--- src/hw/unm_defines.svh ---
`ifndef UNM_DEFINES_SVH
`define UNM_DEFINES_SVH
// ----------------------------------------------------------------
// Register offsets
// ----------------------------------------------------------------
`define UNM_OFS_CTRL   8'hf0
`define UNM_OFS_PEND   8'hf4
`define UNM_OFS_MASK   8'hec
`define UNM_OFS_DATA   8'hf8
`define UNM_OFS_BAUD   8'hfc
// ----------------------------------------------------------------
// Field positions
// ----------------------------------------------------------------
`define UNM_CTRL_MODE_HI 7
`define UNM_CTRL_MODE_LO 6
`define UNM_CTRL_MCE     5
`define UNM_CTRL_RE      4
`define UNM_CTRL_TB8     3
`define UNM_CTRL_RB8     2
`define UNM_CTRL_PAR     0
`define UNM_PEND_TX      0
`define UNM_PEND_RX      1
`define UNM_PEND_OVR     2
// ----------------------------------------------------------------
// Reset values, timing counts and response codes
// ----------------------------------------------------------------
`define UNM_CTRL_RST   8'h00
`define UNM_BAUD_RST   8'h00
`define UNM_SUB_LAST   4'hf
`define UNM_SUB_MID    4'h7
`define UNM_RESP_OKAY  2'h0
`define UNM_RESP_SLV   2'h2
`endif

--- src/hw/unm_pkg.sv ---
`default_nettype none
package unm_pkg;
    typedef enum logic [1:0] {
        UNM_MODE_SHIFT = 2'h0,
        UNM_MODE_8VAR  = 2'h1,
        UNM_MODE_9FIX  = 2'h2,
        UNM_MODE_9VAR  = 2'h3
    } unm_mode_t;
    typedef enum logic [1:0] {
        UNM_TX_IDLE  = 2'h0,
        UNM_TX_SHIFT = 2'h1,
        UNM_TX_STOP  = 2'h3
    } unm_tx_state_t;
    typedef enum logic [1:0] {
        UNM_RX_IDLE  = 2'h0,
        UNM_RX_START = 2'h1,
        UNM_RX_DATA  = 2'h3,
        UNM_RX_STOP  = 2'h2
    } unm_rx_state_t;
endpackage : unm_pkg
`default_nettype wire

--- src/hw/unm_baud_gen.sv ---
`default_nettype none
// ----------------------------------------------------------------
// Sixteen-times bit clock enable
// ----------------------------------------------------------------
module unm_baud_gen #(
    parameter int DIV_W = 8
) (
    input  wire logic             ref_clk,
    input  wire logic             rst_n,
    input  wire logic [DIV_W-1:0] divisor,
    input  wire logic             fixed_rate,
    output logic                  tick16
);
    logic [DIV_W-1:0] cnt_reg;
    logic [DIV_W-1:0] cnt_next;
    logic             tick_reg;
    logic             tick_next;

    generate
        if (DIV_W < 2) begin : g_chk
            $error("DIV_W must be at least 2");
        end
    endgenerate

    always_comb begin
        tick_next = fixed_rate || (cnt_reg == divisor);
        cnt_next  = tick_next ? '0 : cnt_reg + {{(DIV_W-1){1'b0}}, 1'b1};
    end

    always_ff @(posedge ref_clk) begin
        if (!rst_n) begin
            cnt_reg  <= '0;
            tick_reg <= 1'b0;
        end else begin
            cnt_reg  <= cnt_next;
            tick_reg <= tick_next;
        end
    end

    assign tick16 = tick_reg;
endmodule : unm_baud_gen
`default_nettype wire

--- src/hw/unm_top.sv ---
// Our own choice: register access over AXI4-Lite.
`default_nettype none
`include "unm_defines.svh"
module unm_top
    import unm_pkg::*;
#(
    parameter int ADDR_W = 8
) (
    input  wire logic              ref_clk,
    input  wire logic              rst_n,
    input  wire logic [ADDR_W-1:0] s_axi_awaddr,
    input  wire logic              s_axi_awvalid,
    output logic                   s_axi_awready,
    input  wire logic [31:0]       s_axi_wdata,
    input  wire logic [3:0]        s_axi_wstrb,
    input  wire logic              s_axi_wvalid,
    output logic                   s_axi_wready,
    output logic [1:0]             s_axi_bresp,
    output logic                   s_axi_bvalid,
    input  wire logic              s_axi_bready,
    input  wire logic [ADDR_W-1:0] s_axi_araddr,
    input  wire logic              s_axi_arvalid,
    output logic                   s_axi_arready,
    output logic [31:0]            s_axi_rdata,
    output logic [1:0]             s_axi_rresp,
    output logic                   s_axi_rvalid,
    input  wire logic              s_axi_rready,
    input  wire logic              rxd,
    output logic                   txd,
    output logic                   irq
);
    generate
        if (ADDR_W != 8) begin : g_chk
            $error("ADDR_W must be 8");
        end
    endgenerate
// ----------------------------------------------------------------
// Bus slave
// ----------------------------------------------------------------
    logic [7:0] awaddr_reg, awaddr_next, wdata_reg, wdata_next, rdata_reg, rdata_next;
    logic       aw_ok_reg, aw_ok_next, w_ok_reg, w_ok_next, wstb_reg, wstb_next;
    logic       bvalid_reg, bvalid_next, rvalid_reg, rvalid_next;
    logic [1:0] bresp_reg, bresp_next, rresp_reg, rresp_next;
    logic       wr_en, wr_hit, rd_hit;
    logic [7:0] rd_val;
    logic [7:0] ctrl_reg, ctrl_next, baud_reg, baud_next, rxbuf_reg, rxbuf_next;
    logic [2:0] pend_reg, pend_next, mask_reg, mask_next, pend_set, pend_clr;
    unm_mode_t  mode;

    assign wr_en  = aw_ok_reg && w_ok_reg && !bvalid_reg;
    assign wr_hit = awaddr_reg inside {`UNM_OFS_CTRL, `UNM_OFS_PEND, `UNM_OFS_MASK,
                                       `UNM_OFS_DATA, `UNM_OFS_BAUD};

    always_comb begin
        rd_hit = 1'b1;
        case (s_axi_araddr)
            `UNM_OFS_CTRL: rd_val = ctrl_reg;
            `UNM_OFS_PEND: rd_val = {5'h00, pend_reg};
            `UNM_OFS_MASK: rd_val = {5'h00, mask_reg};
            `UNM_OFS_DATA: rd_val = rxbuf_reg;
            `UNM_OFS_BAUD: rd_val = baud_reg;
            default: begin
                rd_val = 8'h00;
                rd_hit = 1'b0;
            end
        endcase
    end

    always_comb begin
        awaddr_next = awaddr_reg;
        aw_ok_next  = aw_ok_reg;
        wdata_next  = wdata_reg;
        wstb_next   = wstb_reg;
        w_ok_next   = w_ok_reg;
        bvalid_next = bvalid_reg;
        bresp_next  = bresp_reg;
        rvalid_next = rvalid_reg;
        rdata_next  = rdata_reg;
        rresp_next  = rresp_reg;
        if (s_axi_awvalid && !aw_ok_reg) begin
            aw_ok_next  = 1'b1;
            awaddr_next = s_axi_awaddr;
        end
        if (s_axi_wvalid && !w_ok_reg) begin
            w_ok_next  = 1'b1;
            wdata_next = s_axi_wdata[7:0];
            wstb_next  = s_axi_wstrb[0];
        end
        if (bvalid_reg && s_axi_bready) begin
            bvalid_next = 1'b0;
        end
        if (wr_en) begin
            aw_ok_next  = 1'b0;
            w_ok_next   = 1'b0;
            bvalid_next = 1'b1;
            bresp_next  = wr_hit ? `UNM_RESP_OKAY : `UNM_RESP_SLV;
        end
        if (rvalid_reg && s_axi_rready) begin
            rvalid_next = 1'b0;
        end else if (s_axi_arvalid && !rvalid_reg) begin
            rvalid_next = 1'b1;
            rdata_next  = rd_val;
            rresp_next  = rd_hit ? `UNM_RESP_OKAY : `UNM_RESP_SLV;
        end
    end

    always_ff @(posedge ref_clk) begin
        if (!rst_n) begin
            awaddr_reg <= 8'h00;
            aw_ok_reg  <= 1'b0;
            wdata_reg  <= 8'h00;
            wstb_reg   <= 1'b0;
            w_ok_reg   <= 1'b0;
            bvalid_reg <= 1'b0;
            bresp_reg  <= 2'h0;
            rvalid_reg <= 1'b0;
            rdata_reg  <= 8'h00;
            rresp_reg  <= 2'h0;
        end else begin
            awaddr_reg <= awaddr_next;
            aw_ok_reg  <= aw_ok_next;
            wdata_reg  <= wdata_next;
            wstb_reg   <= wstb_next;
            w_ok_reg   <= w_ok_next;
            bvalid_reg <= bvalid_next;
            bresp_reg  <= bresp_next;
            rvalid_reg <= rvalid_next;
            rdata_reg  <= rdata_next;
            rresp_reg  <= rresp_next;
        end
    end

    assign s_axi_awready = !aw_ok_reg;
    assign s_axi_wready  = !w_ok_reg;
    assign s_axi_bvalid  = bvalid_reg;
    assign s_axi_bresp   = bresp_reg;
    assign s_axi_arready = !rvalid_reg;
    assign s_axi_rvalid  = rvalid_reg;
    assign s_axi_rdata   = {24'h000000, rdata_reg};
    assign s_axi_rresp   = rresp_reg;
// ----------------------------------------------------------------
// Control, pending, mask, baud and data registers
// ----------------------------------------------------------------
    logic wr_ctrl, wr_pend, wr_mask, wr_data, wr_baud, tick16;
    logic nine, par_on, filt_on, rx_load, rx_ninth, tx_set;
    logic [7:0] rx_byte;

    assign wr_ctrl = wr_en && wstb_reg && (awaddr_reg == `UNM_OFS_CTRL);
    assign wr_pend = wr_en && wstb_reg && (awaddr_reg == `UNM_OFS_PEND);
    assign wr_mask = wr_en && wstb_reg && (awaddr_reg == `UNM_OFS_MASK);
    assign wr_data = wr_en && wstb_reg && (awaddr_reg == `UNM_OFS_DATA);
    assign wr_baud = wr_en && wstb_reg && (awaddr_reg == `UNM_OFS_BAUD);
    assign mode    = unm_mode_t'(ctrl_reg[`UNM_CTRL_MODE_HI:`UNM_CTRL_MODE_LO]);
    assign nine    = mode[1];
    assign par_on  = ctrl_reg[`UNM_CTRL_PAR];
    assign filt_on = ctrl_reg[`UNM_CTRL_MCE] && nine && !par_on;
    assign pend_clr = wr_pend ? wdata_reg[2:0] : 3'h0;

    always_comb begin
        ctrl_next  = ctrl_reg;
        baud_next  = baud_reg;
        mask_next  = mask_reg;
        rxbuf_next = rxbuf_reg;
        if (wr_ctrl) begin
            ctrl_next = {wdata_reg[7:3], ctrl_reg[`UNM_CTRL_RB8], wdata_reg[1:0]};
        end
        if (wr_baud) begin
            baud_next = wdata_reg;
        end
        if (wr_mask) begin
            mask_next = wdata_reg[2:0];
        end
        if (rx_load) begin
            rxbuf_next = rx_byte;
            ctrl_next[`UNM_CTRL_RB8] = rx_ninth;
        end
        pend_next = (pend_reg & ~pend_clr) | pend_set;
    end

    always_ff @(posedge ref_clk) begin
        if (!rst_n) begin
            ctrl_reg  <= `UNM_CTRL_RST;
            baud_reg  <= `UNM_BAUD_RST;
            mask_reg  <= 3'h0;
            pend_reg  <= 3'h0;
            rxbuf_reg <= 8'h00;
        end else begin
            ctrl_reg  <= ctrl_next;
            baud_reg  <= baud_next;
            mask_reg  <= mask_next;
            pend_reg  <= pend_next;
            rxbuf_reg <= rxbuf_next;
        end
    end

    assign irq = |(pend_reg & mask_reg);

    unm_baud_gen #(
        .DIV_W (8)
    ) u_unm_baud_gen (
        .ref_clk    (ref_clk),
        .rst_n      (rst_n),
        .divisor    (baud_reg),
        .fixed_rate (mode == UNM_MODE_9FIX),
        .tick16     (tick16)
    );
// ----------------------------------------------------------------
// Transmitter
// ----------------------------------------------------------------
    unm_tx_state_t tx_state_reg, tx_state_next;
    logic [10:0] tx_frame_reg, tx_frame_next;
    logic [3:0]  tx_sub_reg, tx_sub_next, tx_cnt_reg, tx_cnt_next, tx_nb_reg, tx_nb_next;
    logic        txd_reg, txd_next, tx_ninth;

    assign tx_ninth = par_on ? ^wdata_reg : ctrl_reg[`UNM_CTRL_TB8];

    always_comb begin
        tx_state_next = tx_state_reg;
        tx_frame_next = tx_frame_reg;
        tx_sub_next   = tx_sub_reg;
        tx_cnt_next   = tx_cnt_reg;
        tx_nb_next    = tx_nb_reg;
        txd_next      = txd_reg;
        tx_set        = 1'b0;
        if (wr_data) begin
            tx_state_next = UNM_TX_SHIFT;
            tx_sub_next   = 4'h0;
            tx_cnt_next   = 4'h0;
            case (mode)
                UNM_MODE_SHIFT: begin
                    tx_frame_next = {3'h7, wdata_reg};
                    tx_nb_next    = 4'h8;
                end
                UNM_MODE_8VAR: begin
                    tx_frame_next = {2'h3, wdata_reg, 1'b0};
                    tx_nb_next    = 4'h9;
                end
                default: begin
                    tx_frame_next = {1'b1, tx_ninth, wdata_reg, 1'b0};
                    tx_nb_next    = 4'ha;
                end
            endcase
            txd_next = tx_frame_next[0];
        end else if (tick16) begin
            case (tx_state_reg)
                UNM_TX_SHIFT: begin
                    tx_sub_next = tx_sub_reg + 4'h1;
                    if (tx_sub_reg == `UNM_SUB_LAST) begin
                        tx_frame_next = {1'b1, tx_frame_reg[10:1]};
                        tx_cnt_next   = tx_cnt_reg + 4'h1;
                        txd_next      = tx_frame_reg[1];
                        if (tx_cnt_reg == tx_nb_reg - 4'h1) begin
                            tx_set        = 1'b1;
                            txd_next      = 1'b1;
                            tx_state_next = (tx_nb_reg == 4'h8) ? UNM_TX_IDLE : UNM_TX_STOP;
                        end
                    end
                end
                UNM_TX_STOP: begin
                    tx_sub_next = tx_sub_reg + 4'h1;
                    if (tx_sub_reg == `UNM_SUB_LAST) begin
                        tx_state_next = UNM_TX_IDLE;
                    end
                end
                default: begin
                    txd_next = 1'b1;
                end
            endcase
        end
    end

    always_ff @(posedge ref_clk) begin
        if (!rst_n) begin
            tx_state_reg <= UNM_TX_IDLE;
            tx_frame_reg <= 11'h7ff;
            tx_sub_reg   <= 4'h0;
            tx_cnt_reg   <= 4'h0;
            tx_nb_reg    <= 4'ha;
            txd_reg      <= 1'b1;
        end else begin
            tx_state_reg <= tx_state_next;
            tx_frame_reg <= tx_frame_next;
            tx_sub_reg   <= tx_sub_next;
            tx_cnt_reg   <= tx_cnt_next;
            tx_nb_reg    <= tx_nb_next;
            txd_reg      <= txd_next;
        end
    end

    assign txd = txd_reg;
// ----------------------------------------------------------------
// Receiver
// ----------------------------------------------------------------
    unm_rx_state_t rx_state_reg, rx_state_next;
    logic [8:0] rx_shift_reg, rx_shift_next;
    logic [3:0] rx_sub_reg, rx_sub_next, rx_cnt_reg, rx_cnt_next;
    logic       rx_nine_reg, rx_nine_next, rxd_meta_reg, rxd_sync_reg, rxd_prev_reg;
    logic       rx_done, rx_accept;

    assign rx_done  = (rx_state_reg == UNM_RX_STOP) && tick16 &&
                      (rx_sub_reg == `UNM_SUB_LAST);
    assign rx_byte  = rx_nine_reg ? rx_shift_reg[7:0] : rx_shift_reg[8:1];
    assign rx_ninth = rx_nine_reg ? rx_shift_reg[8] : rxd_sync_reg;
    assign rx_accept = rx_nine_reg ? !(filt_on && !rx_shift_reg[8])
                     : (!ctrl_reg[`UNM_CTRL_MCE] || rxd_sync_reg);
    assign rx_load  = rx_done && rx_accept;
    assign pend_set = {rx_load && pend_reg[`UNM_PEND_RX], rx_load, tx_set};

    always_comb begin
        rx_state_next = rx_state_reg;
        rx_shift_next = rx_shift_reg;
        rx_sub_next   = rx_sub_reg;
        rx_cnt_next   = rx_cnt_reg;
        rx_nine_next  = rx_nine_reg;
        case (rx_state_reg)
            UNM_RX_IDLE: begin
                if (ctrl_reg[`UNM_CTRL_RE] && (mode != UNM_MODE_SHIFT) &&
                    rxd_prev_reg && !rxd_sync_reg) begin
                    rx_state_next = UNM_RX_START;
                    rx_sub_next   = 4'h0;
                    rx_nine_next  = nine;
                end
            end
            UNM_RX_START: begin
                if (tick16) begin
                    rx_sub_next = rx_sub_reg + 4'h1;
                    if (rx_sub_reg == `UNM_SUB_MID) begin
                        rx_sub_next   = 4'h0;
                        rx_cnt_next   = 4'h0;
                        rx_state_next = rxd_sync_reg ? UNM_RX_IDLE : UNM_RX_DATA;
                    end
                end
            end
            UNM_RX_DATA: begin
                if (tick16) begin
                    rx_sub_next = rx_sub_reg + 4'h1;
                    if (rx_sub_reg == `UNM_SUB_LAST) begin
                        rx_shift_next = {rxd_sync_reg, rx_shift_reg[8:1]};
                        rx_cnt_next   = rx_cnt_reg + 4'h1;
                        if (rx_cnt_reg == (rx_nine_reg ? 4'h8 : 4'h7)) begin
                            rx_state_next = UNM_RX_STOP;
                        end
                    end
                end
            end
            UNM_RX_STOP: begin
                if (tick16) begin
                    rx_sub_next = rx_sub_reg + 4'h1;
                end
                if (rx_done) begin
                    rx_state_next = UNM_RX_IDLE;
                end
            end
            default: begin
                rx_state_next = UNM_RX_IDLE;
            end
        endcase
    end

    always_ff @(posedge ref_clk) begin
        if (!rst_n) begin
            rx_state_reg <= UNM_RX_IDLE;
            rx_shift_reg <= 9'h000;
            rx_sub_reg   <= 4'h0;
            rx_cnt_reg   <= 4'h0;
            rx_nine_reg  <= 1'b0;
            rxd_meta_reg <= 1'b1;
            rxd_sync_reg <= 1'b1;
            rxd_prev_reg <= 1'b1;
        end else begin
            rx_state_reg <= rx_state_next;
            rx_shift_reg <= rx_shift_next;
            rx_sub_reg   <= rx_sub_next;
            rx_cnt_reg   <= rx_cnt_next;
            rx_nine_reg  <= rx_nine_next;
            rxd_meta_reg <= rxd;
            rxd_sync_reg <= rxd_meta_reg;
            rxd_prev_reg <= rxd_sync_reg;
        end
    end
endmodule : unm_top
`default_nettype wire

--- config.mk ---
export PLATFORM = sky130hd
export DESIGN_NAME = unm_top
export DESIGN_NICKNAME = d
export VERILOG_FILES = /design/src/hw/unm_pkg.sv /design/src/hw/unm_baud_gen.sv /design/src/hw/unm_top.sv
export VERILOG_INCLUDE_DIRS = /design/src /design/src/hw
export SDC_FILE = /design/constraint.sdc
export NUM_CORES = 1
export LEC_CHECK = 0
export BUFFER_PORTS_ARGS = -buffer_cell sky130_fd_sc_hd__buf_4
export CELL_PAD_IN_SITES_DETAIL_PLACEMENT = 1
export CELL_PAD_IN_SITES_GLOBAL_PLACEMENT = 1
export CORE_MARGIN = 4
export CORE_UTILIZATION = 38
export DETAILED_ROUTE_END_ITERATION = 6
export PLACE_DENSITY = 0.75
export SYNTH_ARGS = -nofsm -noshare
export SYNTH_HDL_FRONTEND = slang
export SYNTH_SLANG_ARGS = --single-unit
--- constraint.sdc ---
create_clock -name ref_clk -period 2 [get_ports ref_clk]
set_input_delay 0.4 -clock ref_clk [delete_from_list [all_inputs] [get_ports ref_clk]]
set_output_delay 0.4 -clock ref_clk [all_outputs]
set_load 0.05 [all_outputs]
==> flow_summary_export.csv, run 1 <==
group,metric,value,unit
clock_tree,postCtsSetupRepairBufs,0,
drt,drtIter0Drc,248,
critical_path,crit_path_start_kind,"flop",
sta,max_freq,0.530,GHz
global_route,grt_max_degree,50,
power,leakage,2.77,nW
clock_tree,cts_buffers,17,
clock_tree,h-tree-depth,4,
finish,multi_input_area,3060,um^2
sta,setup_viol,0,
power,powerDensity,819,nW/um^2
die,rows,44,
min_path,whs_path_depth,3,
sta,relSlewSlack,56.5,%
sta,worst_pin_slew,0.651,ns
clock_tree,cts_num_sinks,115,
global_route,grt_pass1_wl,23700,um
logic_synthesis,synth_edf_count,0,
die,die_area,16900,um^2
drt,num_vias,4487,
finish,stdcell_area,6770,um^2
min_path,min_to,"aw_ok_reg",
finish,area_delta_synth_final,19.8,%
clock_tree,postCtsResizedCells,0,
logic_synthesis,avgSynthCellArea,9.03,um^2
critical_path,arrival,2.19,ns
clock_tree,clockBufferDepth,2,
sta,finalCritPeriodShare,94.4,%
die,io_pins,103,
min_path,hold_class,"primary input to flop",
place,pre_cts_ws,0.0486,ns
sta,rsz0062_at_grt,"false",
place,placed_cells,855,
sta,setup_slack,0.112,ns
logic_synthesis,synth.distinct_cells,52,
finish,seqCellArea,2300,um^2
status,status,"finished clean",
logic_synthesis,yosysTopAreaCellShare,40.7,%
finish,drive_gt1_share,19.1,%
drt,wl,14100,um
clock_tree,postCtsHoldBufs,0,
finish,antenna_cells,0,
logic_synthesis,yosysWarningCount,0,
drt,route.detailed.wl_per_inst,15.9,um
finish,final_cells,884,
finish,fin_util,46.6,%
drt,via_per_inst,5.08,
min_path,hp-start,"s_axi_awvalid",
place,port_buffers,49,
place,globalplace.congestion,0.781,
logic_synthesis,synth.area.top_cells,"dfxtp_1 (41%), mux2i_1 (9.2%), nor2b_1 (6.8%)",
die,die_x,130,um
global_route,grt_usage,17.6,%
drt,postRouteAntennaNets,0,
sta,hold_viol_final,0,
critical_path,worst_r2r_endpoint,"rxbuf_reg[5]",
logic_synthesis,synthCells,626,
logic_synthesis,yosysSeqAreaShare,40.7,%
critical_path,end_kind,"flop",
clock_tree,cts.clk_slew.worst_paths,0.05,ns
die,coreArea,14500,um^2
drt,drc,0,
clock_tree,cts_tree,"built",
logic_synthesis,synth_area,5650,um^2
clock_tree,worst_skew_pair.late_latency,0.41,ns
sta,finalMaxSlewViolations,0,
critical_path,rr_startpoint,"rx_sub_reg[1]",
sta,period_minus_slack,1.89,ns
critical_path,crit_type,"flop to flop",
power,ir_drop,0.485,mV
power,finalPower,5.55,mW
logic_synthesis,ys_async_sr_fraction,0,%
job,max-cap-violations,0,
critical_path,reg2reg_slack,0.11,ns
global_route,antenna_found_initial,0,
sta,fin_skew,0.00678,ns
drt,dr.pass1.iters,4,
die,fp.dieH,130,um
critical_path,cp.required,2.31,ns
sta,tns,0,ns
place,dpl.hpwl,10200,um
die,start_util,38.9,%
finish,nets,757,
logic_synthesis,synth_top_area_cell,"dfxtp_1",
sta,whs,0.202,ns
critical_path,r2r_cells,8,
logic_synthesis,synthFlopType,"dfxtp_1",
place,placement.cell_area,6240,um^2
global_route,first_global_vias,4790,
clock_tree,root_buffer,"clkbuf_16",
critical_path,crit_fanout,18,
finish,n_fill_cell,1692,
global_route,overflow,0,
logic_synthesis,ys_ff_latch,115,
==> synthesized netlist by cell type (all sizes together) (14+ instances only) <==
cell and number:
nor2b 61, a21oi 23, inv 14, buf 34, mux2i 52, nand2 57, nor2 45, clkbuf 23
xor2 18, dfxtp 115, mux2 16, o21ai 22, nand3 18, a21boi 14
==> placed cells by master (no fill, tap or decap), types with 7 or more instances in the layout <==
cell type    n
nor3_1      11
nand4_1      8
clkbuf_16   17
a21boi_0    14
mux2i_1     52
a211oi_1     7
nand3_1     18
xnor2_1     11
a21oi_1     23
xor2_1      18
buf_4       75
inv_1       14
o21ai_0     22
mux2_2      16
nor2b_1     61
a22oi_1      9
conb_1      26
nand2_1     56
dfxtp_1    114
nor2_1      42
o211a_1     10
==> critical path, cell delays in order, from the launching register on <==
cell	delay, ns
dfxtp_2	0.35
ha_2	0.22
and3_2	0.23
nand2_4	0.06
or3_4	0.36
a31oi_4	0.19
buf_12	0.17
nand2_1	0.07
o211a_1	0.13
==> how the worst max path moves through the flow <==
stage | startpoint | to | cells after the start
5_1_grt | w_ok_reg | tx_frame_reg[3] | 7
3_5_place_dp | rx_sub_reg[1] | rxbuf_reg[2] | 8
2_1_floorplan | rx_sub_reg[0] | rxbuf_reg[6] | 9
6_report | rx_sub_reg[1] | rxbuf_reg[5] | 8
3_3_place_gp | rx_sub_reg[1] | rxbuf_reg[5] | 8
4_1_cts | rx_sub_reg[1] | rxbuf_reg[2] | 8
==> logic make-up after synthesis <==
family	share of synthesized area, %
AND/OR/NAND/NOR	21.2
flip-flops	40.7
AO/OA/AOI/OAI	12.7
buffers and inverters	6.86
multiplexers	12.4
XOR/XNOR	4.49
adder cells (fa/ha/maj)	1.55
other	0.0664
==> routing by layer <==
metal / track usage, % / vias up / wire length (um)
li1: - / 2240 / -
met1: 21.1 / 2158 / 6380
met4: 6.78 / 0 / 197
met2: 30.0 / 75 / 7030
met5: 0 / - / 0
met3: 4.95 / 14 / 474
==> power by group <==
| part | internal (mW) | total, mW | switching (mW) |
|---|---|---|---|
| Clock | 1.73 | 2.73 | 0.994 |
| Combinational | 0.154 | 0.452 | 0.298 |
| Sequential | 2.33 | 2.37 | 0.0358 |
==> final cells by class <==
class / instances / share of cell area, %
multi-input combinational: 465 / 45.2
sequential: 115 / 34.0
timing repair buffer: 77 / 8.90
clock buffer: 22 / 6.85
tap: 184 / 3.40
clock inverter: 7 / 0.887
inverter: 14 / 0.776
No activity file was read; power rests on OpenSTA's default activity.
==> inputs of run 2 (changes only) <==
ABC_AREA = 1   (was default)
CORE_UTILIZATION = 36   (was 38)
PLACE_DENSITY = 0.74   (was 0.75)
==> run 2 against run 1 <==
Setup slack improved by 0.20 ns. Maximum frequency rose by 12%. Worst hold slack got worse by 0.038 ns. Non-clock buffer count fell by 13. Die area rose by 9.6%. Sequential cell count did not move. Sequential power rose by 2%. Largest cell class unchanged. Largest power group unchanged.
==> flow_summary_export.csv, run 2 <==
group,metric,value,unit
die,rows,46,
logic_synthesis,synthFlopType,"dfxtp_1",
drt,route.detailed.wl_per_inst,14.2,um
place,placement.cell_area,6410,um^2
critical_path,reg2reg_slack,0.31,ns
clock_tree,root_buffer,"clkbuf_16",
logic_synthesis,synth.most_common_cell,"nand2_1",
logic_synthesis,synthTopCellsByCount,"nand2_1 (149), dfxtp_1 (115), inv_1 (82), nor2_1 (81), o21ai_0 (80)",
power,combinationalPowerShare,9.5,%
sta,period_minus_slack,1.69,ns
logic_synthesis,synthCells,821,
logic_synthesis,ys_async_sr_fraction,0,%
finish,final_common_cell,"nand2_1",
critical_path,cp_cell_sequence,"ha_1 > nand4_2 > nor3_2 > nand2_1 > buf_4 > nor2_1 > a21oi_1 > nor2_1",
clock_tree,postCtsSetupRepairBufs,0,
finish,final_cell_mix,"nand2_1 (149), dfxtp_1 (115), inv_1 (82), nor2_1 (81), o21ai_0 (80)",
critical_path,crit_slowest_cell,"dfxtp_1",
critical_path,critical_path.top_delay_family,"simple AND/OR/NAND/NOR gates",
min_path,whs_path_depth,2,
critical_path,rr_startpoint,"rx_sub_reg[0]",
place,placed_cells,1070,
finish,drive_gt1_share,16.4,%
status,status,"finished clean",
drt,dr.pass1.iters,4,
global_route,grt_pass1_wl,26100,um
critical_path,crit_type,"flop to flop",
critical_path,r2r_cells,8,
sta,max_freq,0.591,GHz
clock_tree,h-tree-depth,4,
power,leakage,2.99,nW
global_route,grt_max_degree,46,
logic_synthesis,synth_edf_count,0,
sta,whs,0.164,ns
finish,n_fill_cell,2058,
drt,top_layer,"met4",
finish,stdcell_area,7020,um^2
clock_tree,clockBufferDepth,2,
power,power.sequential.fraction,39.2,%
power,ir_drop,0.661,mV
critical_path,cp.required,2.35,ns
finish,antenna_cells,0,
die,start_util,36.9,%
critical_path,worst-path-buf-inv,1,
power,finalPower,6.17,mW
logic_synthesis,yosysSeqAreaShare,39.0,%
drt,num_vias,5319,
power,power.switching,1.55,mW
critical_path,arrival,2.04,ns
clock_tree,cts_buffers,17,
logic_synthesis,synth.area.top_cells,"dfxtp_1 (39%), nand2_1 (9.5%), o21ai_0 (6.8%)",
die,fp.dieH,136,um
critical_path,critPathMaxStageDelay,0.38,ns
global_route,antenna_found_initial,0,
clock_tree,postCtsHoldBufs,0,
global_route,overflow,0,
die,die_x,136,um
critical_path,end_kind,"flop",
clock_tree,cts_num_sinks,115,
sta,finalMaxSlewViolations,0,
min_path,hold_class,"primary input to flop",
drt,wl_met2,7600,um
place,globalplace.congestion,0.798,
clock_tree,postCtsResizedCells,0,
drt,drt-met1-wl,7410,um
finish,nets,940,
power,switching_share,25.1,%
place,port_buffers,49,
logic_synthesis,synth.distinct_cells,45,
power,clkPwrFrac,51.4,%
die,io_pins,103,
sta,hold_viol_final,0,
sta,finalCritPeriodShare,84.6,%
clock_tree,cts.clk_slew.worst_paths,0.05,ns
critical_path,cpMostUsedCell,"nor2_1",
die,die_area,18500,um^2
power,powerDensity,879,nW/um^2
logic_synthesis,ys_ff_latch,115,
critical_path,crit_path_start_kind,"flop",
drt,postRouteAntennaNets,0,
drt,wl,15700,um
sta,fin_skew,0.00717,ns
sta,tns,0,ns
power,internal_power,4.62,mW
logic_synthesis,synth_area,5900,um^2
drt,wl_met3,510,um
die,coreArea,16000,um^2
place,dpl.hpwl,11400,um
global_route,first_global_vias,5331,
logic_synthesis,yosysWarningCount,0,
global_route,grt_usage,17.9,%
critical_path,worst_r2r_endpoint,"ctrl_reg[2]",
job,max-cap-violations,0,
clock_tree,cts_tree,"built",
drt,drc,0,
sta,rsz0062_at_grt,"false",
drt,via_per_inst,4.83,
critical_path,crit_fanout,7,
min_path,hp-start,"rxd",
drt,drtIter0Drc,251,
logic_synthesis,synth_top_area_cell,"dfxtp_1",
finish,area_delta_synth_final,19.0,%
min_path,min_to,"rxd_meta_reg",
logic_synthesis,yosysTopAreaCellShare,39.0,%
sta,setup_viol,0,
finish,final_cells,1102,
clock_tree,worst_skew_pair.late_latency,0.42,ns
logic_synthesis,avgSynthCellArea,7.19,um^2
## run 2: area by class of cell
cell class / count / area (um^2) / area share, %
clock buffers: 21 / 450 / 6.41
clock inverters: 11 / 159 / 2.26
inverters: 94 / 359 / 5.11
multi-input cells: 581 / 2990 / 42.6
flip-flops and latches: 115 / 2300 / 32.8
well taps: 216 / 270 / 3.85
repair buffers: 64 / 493 / 7.02
## run 2: how the worst max path moves through the flow
stage             startpoint           end  cells after the start
4_1_cts        rx_sub_reg[0]   ctrl_reg[2]                      8
3_5_place_dp   rx_sub_reg[0]  rxbuf_reg[6]                      7
3_3_place_gp   rx_sub_reg[0]  rxbuf_reg[7]                      7
6_report       rx_sub_reg[0]   ctrl_reg[2]                      8
5_1_grt        rx_sub_reg[0]   ctrl_reg[2]                      8
2_1_floorplan    mask_reg[0]           irq                      2
## run 2: power groups by stage
stage                     clock, mW  combinational, mW  sequential [mW]
after floorplan                   0              0.459             2.46
after global placement            0              0.575             2.46
after detailed placement          0              0.583             2.46
after CTS                      3.25              0.590             2.41
after global routing           3.35              0.654             2.42
final                          3.17              0.585             2.42
## run 2: layer usage
layer,vias up,global-route usage (%)
li1,2728,-
met1,2500,22.9
met2,77,29.6
met3,14,4.44
met4,0,5.54
met5,-,0
## run 2: logic make-up after synthesis
family | share of synthesized area [%]
xor gates and xnor gates | 2.82
and+or+nand+nor | 29.1
adders and majority gates | 1.48
buffers and inverters | 11.9
other | 0.0636
DFF | 39.0
AOI/OAI and AO/OA | 15.6
## run 2: metrics by stage
step	setup slack, ns	utilization (%)
finish	0.308	43.9
global route	0.108	43.9
CTS	0.281	43.9
detailed placement	0.313	40.1
global placement	0.345	40.1
floorplan	0.468	-
